**config.mk**
```make
export PLATFORM = sky130hd
export DESIGN_NAME = ppscr_regs
export DESIGN_NICKNAME = d
export VERILOG_FILES = /design/src/hw/ppscr_pkg.sv /design/src/hw/ppscr_regs.sv
export SDC_FILE = /design/constraint.sdc
export NUM_CORES = 1
export LEC_CHECK = 0
export BUFFER_PORTS_ARGS = -buffer_cell sky130_fd_sc_hd__buf_2
export CAP_MARGIN = 30
export CORE_ASPECT_RATIO = 0.8
export CORE_MARGIN = 4
export CORE_UTILIZATION = 50
export DETAILED_ROUTE_END_ITERATION = 12
export PLACE_DENSITY = 0.7
export SYNTH_ARGS = -nofsm -noshare
export SYNTH_HDL_FRONTEND = slang
export SYNTH_SLANG_ARGS = --single-unit
```
**constraint.sdc**
```tcl
create_clock -name REF_CLK_I -period 4.35 [get_ports REF_CLK_I]
set_input_delay 0.6525 -clock REF_CLK_I [delete_from_list [all_inputs] [get_ports REF_CLK_I]]
set_output_delay 0.6525 -clock REF_CLK_I [all_outputs]
set_load 0.03 [all_outputs]
```
**src/hw/ppscr_pkg.sv**
```systemverilog
// Purpose: Shared constants and types for the port status and control regs.
// Assumes: A 25 MHz device clock.
// Notes: All bit positions, codes and timing counts live here.
package ppscr_pkg;
    localparam int CLK_KHZ = 25000;
    // Fast blink period in ms is the clock figure in Hz times 0.00013.
    localparam int BLINK_PERIOD_MS = CLK_KHZ * 13 / 100;
    localparam int BLINK_HALF_CYC_DEF = BLINK_PERIOD_MS * CLK_KHZ / 2;
    localparam int BLINK_W = 26;
    localparam int POR_TIME_US = 10;
    localparam int POR_CYC = POR_TIME_US * CLK_KHZ / 1000;
    localparam int POR_W = 8;
    localparam logic [6:0] CHIP_ADDR = 7'h2A;
    localparam logic [2:0] REG_STATUS = 3'h1;
    localparam logic [2:0] REG_PORT_CTRL = 3'h2;
    localparam logic [2:0] PORT_ONE = 3'h0;
    localparam logic [2:0] PORT_TWO = 3'h1;
    localparam logic [2:0] PORT_THREE = 3'h2;
    localparam int SEL_REG_LSB = 3;
    localparam int CTL_FAULT_DIS = 7;
    localparam int CTL_POR_DIS = 6;
    localparam int CTL_SW_RESET = 5;
    localparam int CTL_CLASS_LIM = 5;
    localparam int CTL_BLINK = 4;
    localparam int CTL_LED_LOW = 3;
    localparam int CTL_LED_HIGH = 2;
    localparam logic [3:0] STAT_SPARE = 4'h7;
    localparam logic [7:0] RD_UNMAPPED = 8'hFF;
    localparam logic [7:0] CLASS_MA_MAX = 8'hA0;
    localparam logic [3:0] BYTE_BITS = 4'h8;
    localparam logic [3:0] LAST_BIT = 4'h7;

    typedef enum logic [8:0] {
        S_IDLE = 9'h001,
        S_ADDR = 9'h002,
        S_AACK = 9'h004,
        S_SEL = 9'h008,
        S_SACK = 9'h010,
        S_WDAT = 9'h020,
        S_WACK = 9'h040,
        S_RDAT = 9'h080,
        S_RACK = 9'h100
    } ppscr_fsm_e;

    typedef struct packed {
        logic timer_en;
        logic [1:0] mode;
        logic led_low;
        logic led_high;
    } ppscr_port_s;

    typedef struct packed {
        ppscr_fsm_e fsm;
        logic scl1, scl2, sclp, sda1, sda2, sdap;
        logic [3:0] cnt;
        logic [7:0] sh;
        logic [7:0] sel;
        logic rw;
        logic [1:0][7:0] ctl;
        logic cl_hi;
        logic [BLINK_W-1:0] blink_cnt;
        logic blink_ph;
        logic [POR_W-1:0] por_cnt;
    } ppscr_state_s;

    localparam ppscr_state_s RST_ST = '{fsm: S_IDLE, scl1: 1'b1,
        scl2: 1'b1, sclp: 1'b1, sda1: 1'b1, sda2: 1'b1, sdap: 1'b1,
        cnt: 4'h0, sh: 8'h00, sel: 8'h00, rw: 1'b0, ctl: 16'h0000,
        cl_hi: 1'b0, blink_cnt: '0, blink_ph: 1'b0,
        por_cnt: POR_W'(POR_CYC)};
endpackage : ppscr_pkg

```
**src/hw/ppscr_regs.sv**
```systemverilog
// Purpose: Port status and control registers behind a two-wire serial port.
// Assumes: Status inputs come from logic on REF_CLK_I; bus pins do not.
// Notes: The rules that the logic below keeps are listed here.
// Contract
// - Status bit 7 is 1 only while the sequencer is servicing that port.
// - Status bits 2:0 return the port's 3-bit fault code.
// - Control bit 7 set disables the port's overload and voltage timers.
// - Port 1 control bit 6 set holds the power-on reset out of reset.
// - Port 1 control bit 5 set resets all but the bus input synchronizers and restarts POR timing.
// - Control bit 4 makes the enabled LED blink, else it is steady.
// - The blink period is counted in device clock cycles.
// - Control bit 3 turns on the low-side LED driver.
// - Control bit 2 turns on the high-side LED driver.
// - Control bits 1:0 select off, power-up, sample or power-down.
// - Two common bits choose a 160, 80, 40 or 20 mA class limit.
// - Common bits act on the whole device, not the addressed port.
// - A data byte after a port 1 or 2 control select is latched, after port 3 only its bit 5; every data byte is acknowledged.
// - The high class-limit bit comes from port 3 control bit 5.
`timescale 1ns/1ns
module ppscr_regs
    import ppscr_pkg::*;
#(
    parameter int BLINK_HALF_CYC = BLINK_HALF_CYC_DEF
)(
    input wire logic REF_CLK_I,
    input wire logic RSTN_I,
    input wire logic CE_I,
    input wire logic SCL_I,
    input wire logic SDA_I,
    output logic SDA_O,
    output logic SDA_OE_N_O,
    input wire logic SVC_ACTIVE_I,
    input wire logic [2:0] SVC_PORT_I,
    input wire logic [7:0][2:0] FAULT_CODE_I,
    output ppscr_port_s [1:0] PORT_O,
    output logic [7:0] CLASS_MA_O,
    output logic POR_READY_O
);
    ppscr_state_s r_ff;
    ppscr_state_s nxt_r;
    logic rise, fall, start, stop;

    // Builds the byte that a read returns for the latched select.
    function automatic logic [7:0] rd_byte(input logic [7:0] sel,
        input logic act, input logic [2:0] port,
        input logic [7:0][2:0] flt);
        logic [7:0] b;
        b = RD_UNMAPPED;
        if (sel[SEL_REG_LSB +: 3] == REG_STATUS)
        begin
            b = {act && (port == sel[2:0]), STAT_SPARE, flt[sel[2:0]]};
        end
        return b;
    endfunction : rd_byte

    always_comb
    begin
        nxt_r = r_ff;
        nxt_r.scl1 = SCL_I;
        nxt_r.scl2 = r_ff.scl1;
        nxt_r.sclp = r_ff.scl2;
        nxt_r.sda1 = SDA_I;
        nxt_r.sda2 = r_ff.sda1;
        nxt_r.sdap = r_ff.sda2;
        rise = r_ff.scl2 && !r_ff.sclp;
        fall = !r_ff.scl2 && r_ff.sclp;
        start = r_ff.scl2 && r_ff.sclp && r_ff.sdap && !r_ff.sda2;
        stop = r_ff.scl2 && r_ff.sclp && !r_ff.sdap && r_ff.sda2;
        unique case (r_ff.fsm)
            S_IDLE:
            begin
                nxt_r.cnt = 4'h0;
            end
            S_ADDR, S_SEL, S_WDAT:
            begin
                if (rise)
                begin
                    nxt_r.sh = {r_ff.sh[6:0], r_ff.sda2};
                    nxt_r.cnt = r_ff.cnt + 4'h1;
                end
                if (fall && r_ff.cnt == BYTE_BITS)
                begin
                    nxt_r.cnt = 4'h0;
                    if (r_ff.fsm == S_ADDR)
                    begin
                        nxt_r.rw = r_ff.sh[0];
                        nxt_r.fsm = (r_ff.sh[7:1] == CHIP_ADDR) ? S_AACK
                            : S_IDLE;
                    end
                    else if (r_ff.fsm == S_SEL)
                    begin
                        nxt_r.sel = r_ff.sh;
                        nxt_r.fsm = S_SACK;
                    end
                    else
                    begin
                        nxt_r.fsm = S_WACK;
                        if (r_ff.sel[SEL_REG_LSB +: 3] == REG_PORT_CTRL)
                        begin
                            if (r_ff.sel[2:0] == PORT_ONE)
                            begin
                                nxt_r.ctl[0] = r_ff.sh;
                            end
                            if (r_ff.sel[2:0] == PORT_TWO)
                            begin
                                nxt_r.ctl[1] = r_ff.sh;
                            end
                            if (r_ff.sel[2:0] == PORT_THREE)
                            begin
                                nxt_r.cl_hi = r_ff.sh[CTL_CLASS_LIM];
                            end
                        end
                    end
                end
            end
            S_AACK:
            begin
                if (fall)
                begin
                    nxt_r.fsm = r_ff.rw ? S_RDAT : S_SEL;
                    nxt_r.sh = rd_byte(r_ff.sel, SVC_ACTIVE_I, SVC_PORT_I,
                        FAULT_CODE_I);
                end
            end
            S_SACK:
            begin
                if (fall)
                begin
                    nxt_r.fsm = S_WDAT;
                end
            end
            S_WACK, S_RACK:
            begin
                if (fall)
                begin
                    nxt_r.fsm = S_IDLE;
                end
            end
            S_RDAT:
            begin
                if (fall)
                begin
                    nxt_r.sh = {r_ff.sh[6:0], 1'b1};
                    nxt_r.cnt = r_ff.cnt + 4'h1;
                    if (r_ff.cnt == LAST_BIT)
                    begin
                        nxt_r.fsm = S_RACK;
                    end
                end
            end
            default:
            begin
                nxt_r.fsm = S_IDLE;
            end
        endcase
        if (start)
        begin
            nxt_r.fsm = S_ADDR;
            nxt_r.cnt = 4'h0;
        end
        else if (stop)
        begin
            nxt_r.fsm = S_IDLE;
        end
        if (r_ff.blink_cnt == BLINK_W'(BLINK_HALF_CYC - 1))
        begin
            nxt_r.blink_cnt = '0;
            nxt_r.blink_ph = !r_ff.blink_ph;
        end
        else
        begin
            nxt_r.blink_cnt = r_ff.blink_cnt + BLINK_W'(1);
        end
        if (r_ff.por_cnt != '0)
        begin
            nxt_r.por_cnt = r_ff.por_cnt - POR_W'(1);
        end
        // self clearing
        // The reset waits out the data acknowledge, so the host sees it.
        if (r_ff.ctl[0][CTL_SW_RESET] && r_ff.fsm != S_WACK)
        begin
            nxt_r = RST_ST;
            nxt_r.scl1 = SCL_I;
            nxt_r.scl2 = r_ff.scl1;
            nxt_r.sclp = r_ff.scl2;
            nxt_r.sda1 = SDA_I;
            nxt_r.sda2 = r_ff.sda1;
            nxt_r.sdap = r_ff.sda2;
        end
    end

    always_ff @(posedge REF_CLK_I)
    begin
        if (!RSTN_I)
        begin
            r_ff <= RST_ST;
        end
        else if (CE_I)
        begin
            r_ff <= nxt_r;
        end
    end

    assign SDA_O = 1'b0;
    assign SDA_OE_N_O = !(r_ff.fsm inside {S_AACK, S_SACK, S_WACK}
        || (r_ff.fsm == S_RDAT && !r_ff.sh[7]));

    assign POR_READY_O = r_ff.ctl[0][CTL_POR_DIS] || (r_ff.por_cnt == '0);
    assign CLASS_MA_O = CLASS_MA_MAX
        >> {r_ff.cl_hi, r_ff.ctl[1][CTL_CLASS_LIM]};

    for (genvar p = 0; p < 2; p++)
    begin : g_port
        assign PORT_O[p].timer_en = !r_ff.ctl[p][CTL_FAULT_DIS];
        assign PORT_O[p].mode = r_ff.ctl[p][1:0];
        assign PORT_O[p].led_low = r_ff.ctl[p][CTL_LED_LOW]
            && (!r_ff.ctl[p][CTL_BLINK] || r_ff.blink_ph);
        assign PORT_O[p].led_high = r_ff.ctl[p][CTL_LED_HIGH]
            && (!r_ff.ctl[p][CTL_BLINK] || r_ff.blink_ph);
    end
endmodule : ppscr_regs

```
==> flow_summary.ini <==
[clock_tree]
postCtsHoldBufs = 0
cts_tree = built
clock_latency_ns = 0.34
htree_levels = 3
clk_pin_slew_ns = 0.06
ctsResizeCount = 0
cts_root_buffer = clkbuf_16
clk_path_buf_depth = 2
post-cts-setup-buffers = 0
cts.sinks = 85
cts_buffers = 9

[sta]
post-route-min-period_ns = 2.91
hold_viol_final = 0
setup_ws_ns = 1.44
worst_slew_pin_slew_ns = 0.830
clock_skew_ns = 0.00627
grt_setup_unrepaired = no
slew_headroom = 0.443
tns_ns = 0
finalSetupViolations = 0
period_share = 0.668
max_freq_mhz = 344
drv_slew = 0

[floorplanning]
core_area_mm2 = 0.00904
num_rows = 31
io_pins = 54
die_w_um = 116
initial_core_util = 0.513
dieHeight_um = 94.1
die_area_mm2 = 0.0109

[pwr]
ir_drop_v = 0.000275
p_sw_frac = 0.216
power_leakage_nw = 1.96
p_int_mw = 1.34
p_per_area_mw_per_mm2 = 328
p_clk_frac = 0.486
p_sw_uw = 368
pwr-share-seq = 0.466
p_comb_frac = 0.049

[setup_path]
rr_endpoint = r_ff[83]
r2r-start = r_ff[83]
worstPathCellList = or4_1, or4b_1, nand2b_1, buf_2
crit_path_max_fanout = 6
slowest_delay_ns = 0.65
reg2reg_slack_ns = 1.57
reg2reg_depth = 6
cp_slowest_cell = or4b_1
crit_start = r_ff[2]
worstSetupEndpointType = output port
crit_type = reg2out
crit_end = POR_READY_O
critPathRequiredTime_ns = 3.70
arrival_ns = 2.26
start_kind = flip-flop

[synth]
yosys.area.top_type = dfxtp_1
yosys_warnings = 0
ys_seq_area_frac = 0.367
synthCells = 534
synth-edff-count = 0
synth_common_cells = 85 x dfxtp_1, 60 x nor2_1, 43 x nand2_1, 39 x nand3_1, 28 x mux2i_1
synth_most_common_cell = dfxtp_1
synthesis.area_mm2 = 0.00464
synth_area_per_cell_um2 = 8.68
async_reset_ff_frac = 0
ys_ff_latch = 85
netlist_top_cells_area = dfxtp_1 37%, mux2i_1 6.0%, nor2_1 4.9%, nand3_1 4.2%, xnor2_1 4.0%
yosysTopAreaCellShare = 0.367
synthDistinctLibCells = 65
synthFlopType = dfxtp_1

[grt]
grt_pass1_wl_um = 18000
grt_usage = 0.209
grt_overflow_total = 0
grt_max_degree = 30
grt_pass1_vias = 3788
antenna_found_initial = 0

[outcome]
status = completed

[detailed_routing]
wl_met2_um = 4730
wl_met3_um = 808
wl_met1_um = 5100
vias = 4024
drt-total-wl_um = 10800
drt-initial-drc-count = 344
route.detailed.drc = 0
via_per_inst = 5.88
ant_nets = 0
topRoutingLayerUsed = met4
wl_per_cell_um = 15.7
first_pass_iters = 5

[cells_and_area]
nNetsFinal = 603
stdcell_count = 684
drive_gt1_frac = 0.163
fin_area_mm2 = 0.00519
post-route-util = 0.575
insertedDiodeCount = 0
n_fill_cell = 786
syn2layout_area_growth_pct = 12.0

[job]
maxCapViolCount = 0

[min_path]
hold_path_class = reg2reg
min_from = r_ff[51]

[place]
port_buffers = 50
dpl-instance-area_mm2 = 0.00487
place_congestion = 0.930
hpwl_um = 7840
placedCellCount = 669
pre_cts_ws_ns = 1.61
critical path: cells and delay by family (launching register included):
family / cells / cell delay (ns)
flip-flops: 1 / 0.35
AND/OR/NAND/NOR: 3 / 1.36
buffers and inverters: 1 / 0.20
layer usage:
| metal | vias up | global-route usage |
|---|---|---|
| li1 | 1960 | - |
| met1 | 1905 | 0.284 |
| met2 | 149 | 0.318 |
| met3 | 10 | 0.0554 |
| met4 | 0 | 0.0754 |
| met5 | - | 0 |
stage by stage:
stage               hold slack [ns]  power [mW]
floorplan                     0.435       0.871
global placement              0.449       0.892
detailed placement            0.457       0.895
CTS                           0.465        1.72
global route                  0.499        1.76
finish                        0.464        1.71
how the worst min path moves through the flow:
stage / endpoint / slack [ns] / depth (start not counted)
2_1_floorplan: r_ff[42] / 0.43 / 2
3_3_place_gp: r_ff[51] / 0.45 / 2
3_5_place_dp: r_ff[51] / 0.46 / 2
4_1_cts: r_ff[51] / 0.47 / 2
5_1_grt: PORT_O[3] / 0.50 / 2
6_report: r_ff[51] / 0.46 / 2
cell families (layout without fill, tap and decap cells):
| family | after synthesis | in the layout | share of synthesized area |
|---|---|---|---|
| AND/OR/NAND/NOR | 250 | 250 | 0.286 |
| flip-flops | 85 | 85 | 0.367 |
| AO/OA/AOI/OAI | 72 | 72 | 0.114 |
| buffers and inverters | 48 | 81 | 0.0532 |
| multiplexers | 37 | 37 | 0.0977 |
| XOR/XNOR | 36 | 36 | 0.0680 |
| adder cells (fa/ha/maj) | 5 | 5 | 0.0135 |
| other | 1 | 3 | 0.000809 |
placed cells by master (no fill, tap or decap), types with 6 or more instances in the layout:
cell type	synthesis	final
mux2i_1	28	28
or3_1	7	7
xnor2_1	21	21
dfxtp_1	85	85
nor3_1	19	19
inv_1	11	11
nand2_1	43	43
nor2_1	60	60
mux4_2	6	6
clkbuf_16	0	9
a21oi_1	11	11
and2_1	18	18
nand3_1	39	39
nand4_1	13	13
nand2b_1	8	8
o21ai_0	24	24
xor2_1	15	15
buf_2	5	50
state kept, by name (all words and copies together), names as in the netlist:
name    cells
r_ff       81
PORT_O      4
power groups by stage:
stage / Clock [mW] / Sequential [mW] / Combinational [mW]
finish: 0.829 / 0.794 / 0.0827
detailed placement: 0 / 0.811 / 0.0832
global route: 0.877 / 0.795 / 0.0923
floorplan: 0 / 0.809 / 0.0614
global placement: 0 / 0.811 / 0.0814
CTS: 0.843 / 0.794 / 0.0835
layout make-up:
class,count,area (um^2),area share
Tap cell,115,144,0.0277
Clock buffer,10,239,0.0460
Timing Repair Buffer,55,288,0.0554
Sequential cell,85,1700,0.328
Multi-Input combinational cell,403,2700,0.519
Clock inverter,5,85.1,0.0164
Inverter,11,41.3,0.00795
(Power assumes the default switching activity.)
